File: config.mk
export PLATFORM = sky130hd
export DESIGN_NAME = adc_ctrl_top
export DESIGN_NICKNAME = d
export VERILOG_FILES = /design/src/rtl/adc_pkg.sv /design/src/rtl/adc_irq.sv /design/src/rtl/adc_sar_seq.sv /design/src/rtl/adc_ctrl_top.sv
export SDC_FILE = /design/constraint.sdc
export NUM_CORES = 1
export LEC_CHECK = 0
export ABC_AREA = 1
export BUFFER_PORTS_ARGS = -buffer_cell sky130_fd_sc_hd__buf_4
export CORE_AREA = 2 2 118 120
export DETAILED_ROUTE_END_ITERATION = 8
export DIE_AREA = 0 0 120 122
export PLACE_DENSITY = 0.6
export SLEW_MARGIN = 0
export SYNTH_ARGS = -nofsm -noshare
export SYNTH_HDL_FRONTEND = slang
export SYNTH_HIERARCHICAL = 1
export SYNTH_SLANG_ARGS = --single-unit
File: constraint.sdc
create_clock -name CLOCK -period 9.4 [get_ports CLOCK]
set_clock_uncertainty 0.1 [all_clocks]
set_input_delay 0.94 -clock CLOCK [delete_from_list [all_inputs] [get_ports CLOCK]]
set_output_delay 0.94 -clock CLOCK [all_outputs]
set_load 0.005 [all_outputs]
File: src/rtl/adc_pkg.sv
package adc_pkg;

  // register indices; byte address is four times the index
  localparam logic [5:0] IDX_CTRL_ONE = 6'h0e;
  localparam logic [5:0] IDX_CTRL_TWO = 6'h0f;
  localparam logic [5:0] IDX_RES_LOW  = 6'h26;
  localparam logic [5:0] IDX_RES_UP   = 6'h27;
  localparam logic [5:0] IDX_IRQ_STAT = 6'h30;
  localparam logic [5:0] IDX_IRQ_MASK = 6'h31;
  localparam logic [5:0] IDX_AUX      = 6'h32;

  // reset values
  localparam logic [7:0] CTRL_ONE_RST = 8'h10;
  localparam logic [5:0] CTRL_TWO_RST = 6'h00;

  // field positions, control one
  localparam int unsigned START_BIT = 7;
  localparam int unsigned MODE_HI   = 6;
  localparam int unsigned MODE_LO   = 5;
  localparam int unsigned AIN_BIT   = 4;
  localparam int unsigned CHAN_HI   = 3;
  // field positions, control two
  localparam int unsigned CTWO_HI    = 5;
  localparam int unsigned LADDER_BIT = 5;
  localparam int unsigned TIME_HI    = 3;
  localparam int unsigned TIME_LO    = 1;
  // field positions, lower result and status
  localparam int unsigned DONE_BIT = 5;
  localparam int unsigned BUSY_BIT = 4;
  // field positions, own registers
  localparam int unsigned DIV_BIT   = 0;
  localparam int unsigned IRQ_W     = 2;
  localparam int unsigned IRQ_DONE  = 0;
  localparam int unsigned IRQ_ABORT = 1;

  // converter shape
  localparam int unsigned RES_W = 10;
  localparam int unsigned CNT_W = 12;
  localparam logic [1:0]  BIT_CYC = 2'h3;

  typedef enum logic [1:0] {
    MODE_OFF    = 2'b00,
    MODE_SOFT   = 2'b01,
    MODE_RSVD   = 2'b10,
    MODE_REPEAT = 2'b11
  } mode_type;

  // conversion times in oscillator cycles
  localparam logic [11:0] CYC_39   = 12'h027;
  localparam logic [11:0] CYC_78   = 12'h04e;
  localparam logic [11:0] CYC_156  = 12'h09c;
  localparam logic [11:0] CYC_312  = 12'h138;
  localparam logic [11:0] CYC_624  = 12'h270;
  localparam logic [11:0] CYC_1248 = 12'h4e0;
  localparam logic [11:0] CYC_2096 = 12'h830;

  // time code to cycle count; reserved codes take the longest time
  function automatic logic [11:0] conv_cycles(input logic [2:0] code, input logic div);
    logic [11:0] c;
    c = div ? CYC_2096 : CYC_1248;
    case (code)
      3'b000: c = CYC_39;
      3'b010: c = div ? CYC_156 : CYC_78;
      3'b011: c = div ? CYC_312 : CYC_156;
      3'b100: c = div ? CYC_624 : CYC_312;
      3'b101: c = div ? CYC_1248 : CYC_624;
      3'b110: c = div ? CYC_2096 : CYC_1248;
      default: c = div ? CYC_2096 : CYC_1248;
    endcase
    return c;
  endfunction

endpackage

File: src/rtl/adc_irq.sv
`timescale 1ns/1ps
`default_nettype none
module adc_irq #(
  parameter int unsigned W = 2
) (
  input  wire logic         clk,
  input  wire logic         rst,
  input  wire logic [W-1:0] event_set,
  input  wire logic         wr_status,
  input  wire logic         wr_mask,
  input  wire logic [W-1:0] wdata,
  output logic      [W-1:0] status,
  output logic      [W-1:0] mask,
  output logic              irq
);

  logic [W-1:0] status_r;
  logic [W-1:0] mask_r;

  // sticky status, write one clears, a new event wins
  always_ff @(posedge clk) begin
    if (rst) begin
      status_r <= '0;
    end else begin
      status_r <= (status_r & ~(wr_status ? wdata : '0)) | event_set;
    end
  end

  // mask, one enables the bit
  always_ff @(posedge clk) begin
    if (rst) begin
      mask_r <= '0;
    end else if (wr_mask) begin
      mask_r <= wdata;
    end
  end

  assign status = status_r;
  assign mask   = mask_r;
  assign irq    = |(status_r & mask_r);

endmodule
`default_nettype wire

File: src/rtl/adc_sar_seq.sv
`timescale 1ns/1ps
`default_nettype none
module adc_sar_seq #(
  parameter int unsigned RES_W = 10,
  parameter int unsigned CNT_W = 12
) (
  input  wire logic             clk,
  input  wire logic             rst,
  input  wire logic             start,
  input  wire logic             abort,
  input  wire logic [CNT_W-1:0] total,
  input  wire logic             comp_hi,
  output logic                  busy,
  output logic                  sample,
  output logic                  done,
  output logic      [RES_W-1:0] code,
  output logic      [RES_W-1:0] result
);

  typedef enum logic [1:0] {S_IDLE, S_SAMPLE, S_DECIDE} seq_state_type;

  localparam logic [CNT_W-1:0] DEC_CYC = CNT_W'(RES_W * adc_pkg::BIT_CYC);
  localparam logic [3:0]       MSB     = 4'(RES_W - 1);

  seq_state_type    state_r;
  logic [CNT_W-1:0] cnt_r;
  logic [1:0]       sub_r;
  logic [3:0]       idx_r;
  logic [RES_W-1:0] code_r;
  logic [RES_W-1:0] kept_nxt;
  logic [RES_W-1:0] result_r;
  logic             done_r;

  // trial bit kept when input is at or above the ladder level
  always_comb begin
    kept_nxt = code_r;
    if (!comp_hi) begin
      kept_nxt[idx_r] = 1'b0;
    end
  end

  // sample phase, then one bit every few cycles, msb first
  always_ff @(posedge clk) begin
    done_r <= 1'b0;
    if (rst || abort) begin
      state_r <= S_IDLE;
      cnt_r   <= '0;
      sub_r   <= '0;
      idx_r   <= MSB;
      code_r  <= '0;
    end else begin
      case (state_r)
        S_IDLE: begin
          if (start) begin
            state_r       <= S_SAMPLE;
            cnt_r         <= CNT_W'(1);
            idx_r         <= MSB;
            code_r        <= '0;
            code_r[MSB]   <= 1'b1;
          end
        end
        S_SAMPLE: begin
          cnt_r <= cnt_r + CNT_W'(1);
          sub_r <= '0;
          if (cnt_r >= total - DEC_CYC) begin
            state_r <= S_DECIDE;
          end
        end
        S_DECIDE: begin
          cnt_r <= cnt_r + CNT_W'(1);
          sub_r <= sub_r + 2'h1;
          if (sub_r == adc_pkg::BIT_CYC - 2'h1) begin
            sub_r  <= '0;
            code_r <= kept_nxt;
            if (idx_r != 4'h0) begin
              code_r[idx_r - 4'h1] <= 1'b1;
              idx_r                <= idx_r - 4'h1;
            end else begin
              state_r <= S_IDLE;
              done_r  <= 1'b1;
            end
          end
        end
        default: state_r <= S_IDLE;
      endcase
    end
  end

  // result holds until the next completed conversion
  always_ff @(posedge clk) begin
    if (rst) begin
      result_r <= '0;
    end else if (state_r == S_DECIDE && idx_r == 4'h0 && sub_r == adc_pkg::BIT_CYC - 2'h1
                 && !abort) begin
      result_r <= kept_nxt;
    end
  end

  assign busy   = (state_r != S_IDLE);
  assign sample = (state_r == S_SAMPLE);
  assign done   = done_r;
  assign code   = code_r;
  assign result = result_r;

endmodule
`default_nettype wire

File: src/rtl/adc_ctrl_top.sv
// The Wishbone interface to the registers was chosen for this implementation.
`timescale 1ns/1ps
`default_nettype none
module adc_ctrl_top (
  input  wire logic        CLOCK,
  input  wire logic        RST,
  // classic wishbone slave
  input  wire logic        CYC_I,
  input  wire logic        STB_I,
  input  wire logic        WE_I,
  input  wire logic [7:0]  ADR_I,
  input  wire logic [3:0]  SEL_I,
  input  wire logic [31:0] DAT_I,
  output logic      [31:0] DAT_O,
  output logic             ACK_O,
  output logic             IRQ,
  // analog front end
  input  wire logic        COMP_IN,
  input  wire logic        LOW_POWER,
  output logic      [3:0]  CHANNEL,
  output logic             ANALOG_IN_DISABLE,
  output logic      [9:0]  LADDER_CODE,
  output logic             SAMPLE_HOLD,
  output logic             LADDER_CONNECT,
  output logic             BUSY
);

  ////////////////////////////////////////////////////////////////////////////////
  // declarations

  localparam int unsigned RES_W = adc_pkg::RES_W;
  localparam int unsigned CNT_W = adc_pkg::CNT_W;

  logic [1:0]  comp_sync_r;
  logic [1:0]  lp_sync_r;
  logic        comp_hi;
  logic        low_power;

  logic        ack_r;
  logic [31:0] dat_o_r;
  logic        req;
  logic        act;
  logic        wr;
  logic        rd;
  logic [5:0]  idx;

  logic              conv_start_bit_r;
  adc_pkg::mode_type operating_mode_field_r;
  logic              analog_input_disable_r;
  logic [3:0]        channel_select_r;
  logic [5:0]        ctrl_two_r;
  logic              clock_divider_select_r;
  logic              conversion_done_flag_r;

  logic              mode_run;
  logic              abort;
  logic              seq_start;
  logic              converter_busy_flag;
  logic              seq_sample;
  logic              seq_done;
  logic [RES_W-1:0]  seq_code;
  logic [RES_W-1:0]  seq_result;
  logic [CNT_W-1:0]  conv_total;
  logic [adc_pkg::IRQ_W-1:0] irq_set;
  logic [adc_pkg::IRQ_W-1:0] irq_status;
  logic [adc_pkg::IRQ_W-1:0] irq_mask;
  logic              conversion_done_irq;

  ////////////////////////////////////////////////////////////////////////////////
  // input synchronisers

  // comparator and power state come from outside the clock domain
  always_ff @(posedge CLOCK) begin
    if (RST) begin
      comp_sync_r <= 2'b00;
      lp_sync_r   <= 2'b00;
    end else begin
      comp_sync_r <= {comp_sync_r[0], COMP_IN};
      lp_sync_r   <= {lp_sync_r[0], LOW_POWER};
    end
  end

  assign comp_hi   = comp_sync_r[1];
  assign low_power = lp_sync_r[1];

  ////////////////////////////////////////////////////////////////////////////////
  // wishbone slave

  // one wait state; access acts at the edge that samples ack
  assign req = CYC_I && STB_I;
  assign act = req && ack_r;
  assign wr  = act && WE_I && SEL_I[0];
  assign rd  = act && !WE_I;
  assign idx = ADR_I[7:2];

  always_ff @(posedge CLOCK) begin
    if (RST) begin
      ack_r <= 1'b0;
    end else begin
      ack_r <= req && !ack_r;
    end
  end

  // read data captured one edge before ack is sampled
  always_ff @(posedge CLOCK) begin
    if (RST) begin
      dat_o_r <= 32'h0000_0000;
    end else if (req && !ack_r) begin
      dat_o_r <= 32'h0000_0000;
      case (idx)
        adc_pkg::IDX_CTRL_ONE: dat_o_r[7:0] <= {conv_start_bit_r, operating_mode_field_r,
                                                analog_input_disable_r, channel_select_r};
        adc_pkg::IDX_CTRL_TWO: dat_o_r[5:0] <= ctrl_two_r;
        adc_pkg::IDX_RES_UP:   dat_o_r[7:0] <= seq_result[RES_W-1:2];
        adc_pkg::IDX_RES_LOW: begin
          dat_o_r[7:6]               <= seq_result[1:0];
          dat_o_r[adc_pkg::DONE_BIT] <= conversion_done_flag_r;
          dat_o_r[adc_pkg::BUSY_BIT] <= converter_busy_flag;
        end
        adc_pkg::IDX_IRQ_STAT: dat_o_r[adc_pkg::IRQ_W-1:0] <= irq_status;
        adc_pkg::IDX_IRQ_MASK: dat_o_r[adc_pkg::IRQ_W-1:0] <= irq_mask;
        adc_pkg::IDX_AUX:      dat_o_r[adc_pkg::DIV_BIT]   <= clock_divider_select_r;
        default:               dat_o_r <= 32'h0000_0000;
      endcase
    end
  end

  assign ACK_O = ack_r;
  assign DAT_O = dat_o_r;

  ////////////////////////////////////////////////////////////////////////////////
  // control register one

  // fields reset and lock while in a low-power state
  always_ff @(posedge CLOCK) begin
    if (RST || low_power) begin
      operating_mode_field_r <= adc_pkg::mode_type'(adc_pkg::CTRL_ONE_RST[adc_pkg::MODE_HI:
                                                                           adc_pkg::MODE_LO]);
      analog_input_disable_r <= adc_pkg::CTRL_ONE_RST[adc_pkg::AIN_BIT];
      channel_select_r       <= adc_pkg::CTRL_ONE_RST[adc_pkg::CHAN_HI:0];
    end else if (wr && idx == adc_pkg::IDX_CTRL_ONE) begin
      operating_mode_field_r <= adc_pkg::mode_type'(DAT_I[adc_pkg::MODE_HI:adc_pkg::MODE_LO]);
      analog_input_disable_r <= DAT_I[adc_pkg::AIN_BIT];
      channel_select_r       <= DAT_I[adc_pkg::CHAN_HI:0];
    end
  end

  // start bit clears itself the cycle after it is set
  always_ff @(posedge CLOCK) begin
    if (RST || low_power) begin
      conv_start_bit_r <= adc_pkg::CTRL_ONE_RST[adc_pkg::START_BIT];
    end else if (wr && idx == adc_pkg::IDX_CTRL_ONE) begin
      conv_start_bit_r <= DAT_I[adc_pkg::START_BIT];
    end else begin
      conv_start_bit_r <= 1'b0;
    end
  end

  ////////////////////////////////////////////////////////////////////////////////
  // control register two and own control

  // bits 5..0 stored as written, top bits not held
  always_ff @(posedge CLOCK) begin
    if (RST || low_power) begin
      ctrl_two_r <= adc_pkg::CTRL_TWO_RST;
    end else if (wr && idx == adc_pkg::IDX_CTRL_TWO) begin
      ctrl_two_r <= DAT_I[adc_pkg::CTWO_HI:0];
    end
  end

  // divider select for the conversion time table
  always_ff @(posedge CLOCK) begin
    if (RST) begin
      clock_divider_select_r <= 1'b0;
    end else if (wr && idx == adc_pkg::IDX_AUX) begin
      clock_divider_select_r <= DAT_I[adc_pkg::DIV_BIT];
    end
  end

  // cycle count from time code and divider
  assign conv_total = adc_pkg::conv_cycles(ctrl_two_r[adc_pkg::TIME_HI:adc_pkg::TIME_LO],
                                           clock_divider_select_r);

  ////////////////////////////////////////////////////////////////////////////////
  // conversion control

  // only software start and repeat modes may run
  assign mode_run = (operating_mode_field_r == adc_pkg::MODE_SOFT) ||
                    (operating_mode_field_r == adc_pkg::MODE_REPEAT);

  // disabled or reserved mode, or low power, stops at once
  assign abort = low_power || !mode_run;

  // start on the start bit, or again after each repeat result
  assign seq_start = mode_run && !converter_busy_flag &&
                     (conv_start_bit_r ||
                      (seq_done && operating_mode_field_r == adc_pkg::MODE_REPEAT));

  adc_sar_seq #(
    .RES_W (RES_W),
    .CNT_W (CNT_W)
  ) u_seq (
    .clk     (CLOCK),
    .rst     (RST),
    .start   (seq_start),
    .abort   (abort),
    .total   (conv_total),
    .comp_hi (comp_hi),
    .busy    (converter_busy_flag),
    .sample  (seq_sample),
    .done    (seq_done),
    .code    (seq_code),
    .result  (seq_result)
  );

  // done flag: set wins over clears by upper read or restart
  always_ff @(posedge CLOCK) begin
    if (RST || low_power) begin
      conversion_done_flag_r <= 1'b0;
    end else if (seq_done && !abort) begin
      conversion_done_flag_r <= 1'b1;
    end else if ((rd && idx == adc_pkg::IDX_RES_UP) || seq_start) begin
      conversion_done_flag_r <= 1'b0;
    end
  end

  ////////////////////////////////////////////////////////////////////////////////
  // interrupts

  // completion and forced stop of a running conversion
  always_comb begin
    irq_set                     = '0;
    irq_set[adc_pkg::IRQ_DONE]  = seq_done && !abort;
    irq_set[adc_pkg::IRQ_ABORT] = converter_busy_flag && abort;
  end

  adc_irq #(
    .W (adc_pkg::IRQ_W)
  ) u_irq (
    .clk       (CLOCK),
    .rst       (RST),
    .event_set (irq_set),
    .wr_status (wr && idx == adc_pkg::IDX_IRQ_STAT),
    .wr_mask   (wr && idx == adc_pkg::IDX_IRQ_MASK),
    .wdata     (DAT_I[adc_pkg::IRQ_W-1:0]),
    .status    (irq_status),
    .mask      (irq_mask),
    .irq       (conversion_done_irq)
  );

  ////////////////////////////////////////////////////////////////////////////////
  // outputs

  assign IRQ               = conversion_done_irq;
  assign CHANNEL           = channel_select_r;
  assign ANALOG_IN_DISABLE = analog_input_disable_r;
  assign LADDER_CODE       = seq_code;
  assign SAMPLE_HOLD       = seq_sample;
  assign BUSY              = converter_busy_flag;
  // ladder always on or only while converting
  assign LADDER_CONNECT    = ctrl_two_r[adc_pkg::LADDER_BIT] || converter_busy_flag;

endmodule
`default_nettype wire

# Word-level counts from Yosys, hierarchy flattened
# Index checks and enable logic that the tools add are counted.
# word_totals
ff_bits,74
mem_bits_ro,0
ram_bits,0
output_inout_bits,52
input_bits,51
wordCells,148
latch_bits,0
n_memories,0
# op_classes
n_shift,0
order_cmp,5
n_div,0
reduce_logical,51
n_bitwise,10
eq_ne,21
add_sub_neg,4
n_mux,37
multipliers,0
# op_table
operator,count
case mux 12 bit (5 select lines),1
2-to-1 mux 10 bit,5
equality test 6 bit (second input constant),5
2-to-1 mux 12 bit,2
case mux 12 bit (2 select lines),1
logical AND 1 bit,22
case mux 10 bit (2 select lines),1
case mux 2 bit (3 select lines),3
adder 12 x 1 -> 12 bit (second input constant),1
equality test 6 x 4 -> 1 bit (second input constant),2
>= comparator 12 bit,1
2-to-1 mux 2 bit,6
2-to-1 mux 4 bit,3
subtractor 12 x 5 -> 12 bit (second input constant),1
2-to-1 mux 11 bit,1
AND 10 bit,1
less-than comparator 4 x 5 -> 1 bit (second input constant),2
inverter 10 bit,1
bitwise OR 10 bit,1
nonzero test 2 bit,5
2-to-1 mux 9 bit,1
demux 1 bit (select 4 bit),2
>= comparator 4 x 1 -> 1 bit (second input constant),2
2-to-1 mux 8 bit,1
29 further kinds,57

# Logic depth before layout (Yosys ltp)
# Gate-level depths: netlist of run 1.
# logic_depth
depth_word,11
mapped_depth,23
mapped_depth_nobuf,23

# By module
# The synthesis of run 1 kept the hierarchy.
# modules_own_cells
module,cells_each,area_per_inst_um2,seq_area_each_um2,instances
adc_sar_seq,359,2595.0,820.8,1
adc_ctrl_top,274,1835.5,580.6,1
adc_irq,22,152.6,80.1,1

# Least setup slack after synthesis of run 1
# No wires, ideal clock.
# synth_timing
path_kind,register to register
startpoint,register ctrl_two_r[2]
endpoint,register u_seq.state_r[0]
setup_time_ps,115
synth_period_minus_slack_ps,3159
arrival_time_ps,2944
stages_incl_launch_ff,23
slack_ps,6241
t_required_ps,9185
path_buffers,0
cell_sequence,dfxtp_1 > inv_1 > ha_1 > inv_1 > nor2_4 > a21oi_1 > ha_1 > nand3_1 > nand3_1 > nor3_1 > nand3_1 > xnor2_1 > inv_1 > ha_1 > nand2_1 > inv_1 > nand3_1 > a21oi_1 > nor2_1 > nand2_1 > nand3_1 > nand2_1 > nor2_1
# synth_between
elab_chain_cells,6
elab_cells_between_ends,10
# synth_lines
element,line,source
"start, declared",adc_ctrl_top.sv:51,logic [5:0] ctrl_two_r;
"start signal, assigned",adc_ctrl_top.sv:165,ctrl_two_r <= adc_pkg::CTRL_TWO_RST;
"start signal, assigned",adc_ctrl_top.sv:167,ctrl_two_r <= DAT_I[adc_pkg::CTWO_HI:0];
equality test 3 bit (tied with other cells),adc_pkg.sv:61,case (code)
case mux 12 bit (5 select lines) *,adc_pkg.sv:61,
via conv_total[2],adc_ctrl_top.sv:63,logic [CNT_W-1:0] conv_total;
subtractor 12 x 5 -> 12 bit *,adc_sar_seq.sv:65,if (cnt_r >= total - DEC_CYC) begin
>= comparator 12 bit *,adc_sar_seq.sv:65,
!= test 2 x 1 -> 1 bit (no line) *,n/a,
AND reduction 4 bit (no line) *,n/a,
"end signal, assigned",adc_sar_seq.sv:66,state_r <= S_DECIDE;
"end signal, assigned",adc_sar_seq.sv:79,state_r <= S_IDLE;
"end signal, assigned",adc_sar_seq.sv:84,default: state_r <= S_IDLE;
"end, declared",adc_sar_seq.sv:25,seq_state_type state_r;
# Mark *: on every way through the listed nets, which the timed path passes. The rest lies on a longest branch.
# A chain may end at the register's enable or synchronous reset.

# Worst setup path after layout of run 1
# Ends and elaborated chain as after synthesis.

==> flow_summary_export.csv, run 1 <==
group,metric,value,unit
logic_synthesis,synth.most_common_cell,"nand2_1",
place,place_area,5041,µm²
global_routing,grtUsageTotal,15.09,%
logic_synthesis,synth-async-reset-ratio,0,%
logic_synthesis,synth_flop_cell,"dfxtp_1",
critical_path,crit_path_cell_trace,"inv_1, ha_1, inv_1, nor2_4, inv_1, o21ai_0, inv_1, nand3_1, nand3_1, nor3_1, nand3_1, xnor2_1, inv_1, ha_1, nand2_1, inv_1, nand3_1, a21oi_1, nor2_1, nand2_1, nand3_1, nand2_1, nor2_1",
final_layout,seqCellArea,1481,µm²
timing,tightest_slew,871.2,ps
timing,period_share,39.76,%
floorplanning,dieArea,14640,µm²
critical_path,r2r_end,"u_seq/state_r[0]",
final_layout,nets,783,
min_path,worstHoldPathCells,2,
logic_synthesis,yosysUniqueCellTypes,41,
timing,final-setup-viol-count,0,
critical_path,path_delay_family,"simple AND/OR/NAND/NOR gates",
cts,clockBufferDepth,2,
cts,htreeDepth,3,
logic_synthesis,syn_area_per_cell,6.997,µm²
floorplanning,dieHeight,122,µm
floorplanning,std_cell_rows,43,
cts,post_cts_buffers,0,
critical_path,cp_num_buf_inv,6,
critical_path,crit_fanout,8,
logic_synthesis,syn_area,4583,µm²
final_layout,post-route-util,39.65,%
cts,clkTransAtPathRegs,60,ps
final_layout,fin_cells,893,
cts,cts_buffers,9,
final_layout,multiInputGateArea,2608,µm²
timing,rsz0062_at_grt,"no",
final_layout,final_area,5354,µm²
pwr,leakagePower,2.280,nW
cts,root_buffer,"clkbuf_16",
cts,cts_hold_buf,0,
critical_path,path_common_cell,"inv_1",
place,place_inst,877,
timing,fin_crit,3737,ps
cts,clk_latency,340,ps
floorplanning,core,13500,µm²
place,place.gp.congestion,0.8325,
critical_path,cp_slowest_cell,"dfxtp_1",
global_routing,grt_pass1_vias,3586,
detailed_routing,via_per_inst,4.626,
logic_synthesis,synth_edf_count,0,
detailed_routing,ant_nets,0,
detailed_routing,drtIter0Drc,219,
min_path,hold_start,"comp_sync_r[0]",
floorplanning,io_pins,103,
timing,max_slew_margin,41.73,%
logic_synthesis,synth_seq_area_share,32.32,%
pwr,ir_drop,0.06858,mV
detailed_routing,drc,0,
outcome,status,"completed",
place,io_buffers,49,
detailed_routing,drt_first_pass_iters,4,
global_routing,grt_overflow,0,
place,dpl.hpwl,8.243,mm
cts,clock-sinks,74,
min_path,holdPathEnd,"comp_sync_r[1]",
logic_synthesis,synth_common_cells,"142 x nand2_1, 84 x inv_1, 74 x dfxtp_1",
pwr,powerDensity,131.7,nW/µm²
logic_synthesis,synth_top_area_share,32.32,%
timing,fin_tns_setup,0,ps
final_layout,fill_cells,1418,
floorplanning,start_util,33.94,%
global_routing,grt_pass1_wl,17.51,mm
global_routing,antenna_found_initial,0,
timing,maxSlewViolCount,0,
logic_synthesis,synth_top_area_cell,"dfxtp_1",
critical_path,cp-start-kind,"flop",
run,max-cap-violations,0,
final_layout,antennaDiodeCount,0,
logic_synthesis,netlist_instances,655,
logic_synthesis,synth.area.top_cells,"dfxtp_1 32%, nand2_1 12%, inv_1 6.9%",
floorplanning,die_width,120,µm
final_layout,drive_above_1_share,16.97,%
detailed_routing,drt_wl_total,10.56,mm
critical_path,r2r-start,"ctrl_two_r[2]",
global_routing,grt_max_degree,21,
cts,cts_tree,"done",
cts,cts_resized,0,
critical_path,rr_worst_depth,23,
critical_path,cp_data_required_time,9540,ps
timing,fmax,0.2676,GHz
critical_path,crit_type,"reg2reg",
detailed_routing,wl_per_cell,11.83,µm
critical_path,end_kind,"flop",
detailed_routing,vias,4131,
logic_synthesis,synth_seq_cells,74,
critical_path,r2r_slack,5660,ps
critical_path,cp_slowest_stage_delay,530,ps
logic_synthesis,yosys_warnings,6,
min_path,hold_path_class,"reg2reg",
critical_path,cp.arrival,3880,ps
timing,hold_viol,0,
final_layout,syn2layout_area_growth,16.82,%
worst max path at each step:
| stage | endpoint | slack [ps] | cells after the start | start |
|---|---|---|---|---|
| after floorplan | u_seq/state_r[0] | 6240 | 22 | ctrl_two_r[2] |
| after global placement | u_seq/state_r[1] | 5760 | 22 | ctrl_two_r[2] |
| after detailed placement | u_seq/state_r[0] | 5700 | 22 | ctrl_two_r[2] |
| after CTS | u_seq/state_r[0] | 5630 | 23 | ctrl_two_r[2] |
| after global routing | u_seq/state_r[0] | 5180 | 23 | ctrl_two_r[2] |
| final | u_seq/state_r[0] | 5660 | 23 | ctrl_two_r[2] |
registers in the layout, indices dropped and copies added (netlist names), 2 cells and up:
register / count
u_seq/idx_r: 4
u_seq/state_r: 2
comp_sync_r: 2
lp_sync_r: 2
u_irq/status: 2
u_irq/mask: 2
u_seq/result: 10
u_seq/cnt_r: 12
u_seq/code: 10
DAT_O: 8
CHANNEL: 4
ctrl_two_r: 6
operating_mode_field_r: 2
u_seq/sub_r: 2
worst min-delay path: cells and delay by family (launching register included):
family,cells,cell delay (ps)
flops,1,300
buf+inv,1,40
simple gates,1,30
report_power, final:
part | leakage (nW) | internal [W] | switching (W)
sequential | 0.597 | 0.000315 | 0.000000908
combinational | 1.54 | 0.0000102 | 0.0000188
clock | 0.147 | 0.000216 | 0.000144
total | 2.28 | 0.000541 | 0.000164
final cells by class:
type | count | area share, %
clock buffers | 10 | 4.464
well taps | 180 | 4.207
repair buffers | 49 | 6.871
flip-flops and latches | 74 | 27.67
clock inverters | 6 | 1.379
inverters | 95 | 6.707
multi-input cells | 479 | 48.70
logic make-up after synthesis:
family,synth area share [%]
buffers and inverters,12.67
AO/OA/AOI/OAI,14.25
other,0.08182
XOR/XNOR,2.457
AND/OR/NAND/NOR,31.67
adder cells (fa/ha/maj),6.552
flip-flops,32.32
metal layers:
metal  GRT usage, %  routed length, µm  vias up
met1          20.52               5253     1858
met3          2.762                408       11
met4          6.618                184        0
li1               -                  -     2187
met2          23.37               4717       75
met5              0                  0        -
through the flow:
stage / hold WS (ps) / power, W / setup WS (ps)
floorplan: 288.3 / 0.0003447 / 6241
global placement: 300.2 / 0.0003519 / 5755
detailed placement: 304.3 / 0.0003519 / 5699
CTS: 312.5 / 0.0007134 / 5633
global route: 344.2 / 0.0007301 / 5185
finish: 306.0 / 0.0007053 / 5663
cell usage in the layout (no fill, tap or decap), types with 3 or more instances in the layout:
cell	Yosys	layout
dfxtp_1	74	74
o21ai_0	23	23
o21ai_1	16	16
nand2_2	4	4
xnor2_1	4	4
inv_2	8	8
o21ai_2	5	5
nor2_2	7	7
nor2_1	64	64
nor2_4	7	7
ha_1	24	24
nand4_1	11	11
conb_1	1	24
a21oi_1	46	46
nand3_2	3	3
nor4_1	4	4
xor2_1	7	7
a21oi_2	10	10
nand2_4	3	3
nand2_1	142	142
nor3_1	7	7
nand3_1	47	47
a21boi_0	3	3
nor3_4	3	3
clkbuf_16	0	9
buf_4	25	49
inv_1	84	84
Note: power is estimated with default switching activity, not from simulation.
==> inputs of run 2 (changes only) <==
Settings changed: PLACE_DENSITY 0.6 to 0.62.
Clock period 9.4 ns to 3.4 ns, I/O delays scaled along.
==> flow_summary_export.csv, run 2 (synthesis results as in run 1) <==
group,metric,value,unit
final_layout,layout_commonest_cell,"nand2_1",
global_routing,antenna_found_initial,0,
timing,period_share,93.76,%
floorplanning,core,13500,µm²
final_layout,post-route-util,40.59,%
detailed_routing,ant_nets,0,
global_routing,grt_pass1_wl,18.01,mm
critical_path,cp_data_required_time,3530,ps
pwr,ir_drop,0.1920,mV
cts,root_buffer,"clkbuf_16",
critical_path,end_kind,"flop",
global_routing,grt_max_degree,21,
cts,cts_tree,"done",
final_layout,antennaDiodeCount,0,
place,dpl.hpwl,8.300,mm
detailed_routing,drtIter0Drc,234,
outcome,status,"completed",
cts,cts_buffers,9,
cts,clock-sinks,74,
final_layout,multiInputGateArea,2694,µm²
timing,fin_tns_setup,0,ps
place,place_inst,880,
cts,clk_latency,340,ps
critical_path,cp-start-kind,"flop",
final_layout,syn2layout_area_growth,19.60,%
timing,max_slew_margin,39.23,%
pwr,powerDensity,355.8,nW/µm²
final_layout,layout_common_cells,"139 x nand2_1, 79 x inv_1, 71 x dfxtp_1",
critical_path,cp.arrival,3320,ps
timing,hold_viol,0,
global_routing,grt_pass1_vias,3860,
pwr,leakagePower,2.324,nW
final_layout,seqCellArea,1485,µm²
cts,htreeDepth,3,
final_layout,regMostFlops,"u_seq/cnt_r",
critical_path,crit_fanout,8,
detailed_routing,drt_first_pass_iters,5,
timing,final-setup-viol-count,0,
cts,cts_hold_buf,0,
global_routing,grtUsageTotal,15.26,%
cts,clockBufferDepth,2,
floorplanning,std_cell_rows,43,
min_path,hold_path_class,"in2reg",
global_routing,grt_overflow,0,
place,place.gp.congestion,0.8240,
final_layout,largest_reg_flops,12,
timing,maxSlewViolCount,0,
timing,tightest_slew,908.6,ps
detailed_routing,vias,4202,
timing,fin_crit,3188,ps
floorplanning,dieArea,14640,µm²
detailed_routing,drc,0,
run,max-cap-violations,0,
detailed_routing,wl_per_cell,12.20,µm
final_layout,fill_cells,1401,
final_layout,drive_above_1_share,20.75,%
detailed_routing,via_per_inst,4.679,
pwr,total_power,0.001950,W
floorplanning,io_pins,103,
final_layout,fin_cells,898,
final_layout,nets,788,
floorplanning,dieHeight,122,µm
cts,clkTransAtPathRegs,60,ps
critical_path,crit_type,"reg2reg",
floorplanning,start_util,33.94,%
place,io_buffers,49,
timing,fmax,0.3137,GHz
detailed_routing,drt_wl_total,10.95,mm
floorplanning,die_width,120,µm
run 2: cell types whose count changed in the layout (fill, tap and decap cells not counted), moves of 3 or more:
cell | before | now
dfxtp_2 | 0 | 3
inv_2 | 8 | 13
nand3_1 | 47 | 44
dfxtp_1 | 74 | 71
buf_4 | 49 | 54
inv_1 | 84 | 79
nand2_2 | 4 | 7
nand2_1 | 142 | 139
run 2: power breakdown:
part,switching [W],internal (W),total [W]
Sequential,0.00000271,0.000871,0.000874
Combinational,0.0000519,0.0000283,0.0000802
Clock,0.000399,0.000597,0.000996
Total,0.000454,0.00150,0.00195
run 2: final cells by class:
cell class	count	share of cell area, %
multi-input combinational	479	49.14
sequential	74	27.09
timing repair buffer	54	7.396
inverter	95	6.551
clock buffer	10	4.360
tap	180	4.109
clock inverter	6	1.347
run 2: critical path, cell delays in order (launching register included):
cell and delay [ps]:
dfxtp_1 420, inv_1 190, nand4_1 200, a21oi_1 110, ha_2 200, nand3_2 120
nand3_4 100, nor3_4 240, nand3_2 130, xnor2_2 170, inv_1 60, ha_1 290
nand2_1 50, inv_1 80, nand3_1 100, a21oi_1 170, nor2_2 60, nand2_2 110
nand3_1 80, nand2_1 60, nor2_1 50
run 2: through the flow:
step / hold slack, ps / instance area [µm²] / worst slack (ps)
2_1_floorplan: 288.3 / 4669 / 241.1
3_3_place_gp: 296.3 / 5064 / 134.2
3_5_place_dp: 302.1 / 5064 / 94.36
4_1_cts: 95.91 / 5376 / 66.71
5_1_grt: 99.35 / 5482 / -37.97
6_report: 102.9 / 5482 / 212.1
run 2: layer usage:
layer | wire [µm] | vias to the layer above | share of wire [%] | GRT usage, %
li1 | - | 2192 | - | -
met1 | 5370 | 1880 | 49 | 20.79
met2 | 4894 | 113 | 45 | 24.11
met3 | 486 | 17 | 4.4 | 2.622
met4 | 203 | 0 | 1.9 | 5.809
met5 | 0 | - | 0 | 0
run 2: path summary, 6_finish.rpt:
path                                        startpoint          endpoint  slack, ps  depth (start not counted)
worst min-delay path                           COMP_IN    comp_sync_r[0]        100                          3
worst min register to register          comp_sync_r[0]    comp_sync_r[1]        310                          2
worst max register to register  clock_divider_select_r  u_seq/state_r[0]        210                         20
worst max-delay path            clock_divider_select_r  u_seq/state_r[0]        210                         20
run 2: timing repair:
action,4_1_cts,5_1_grt
hold endpoints to repair,0,0
resized for setup,0,25
buffers inserted,0,2
setup endpoints to repair,0,2
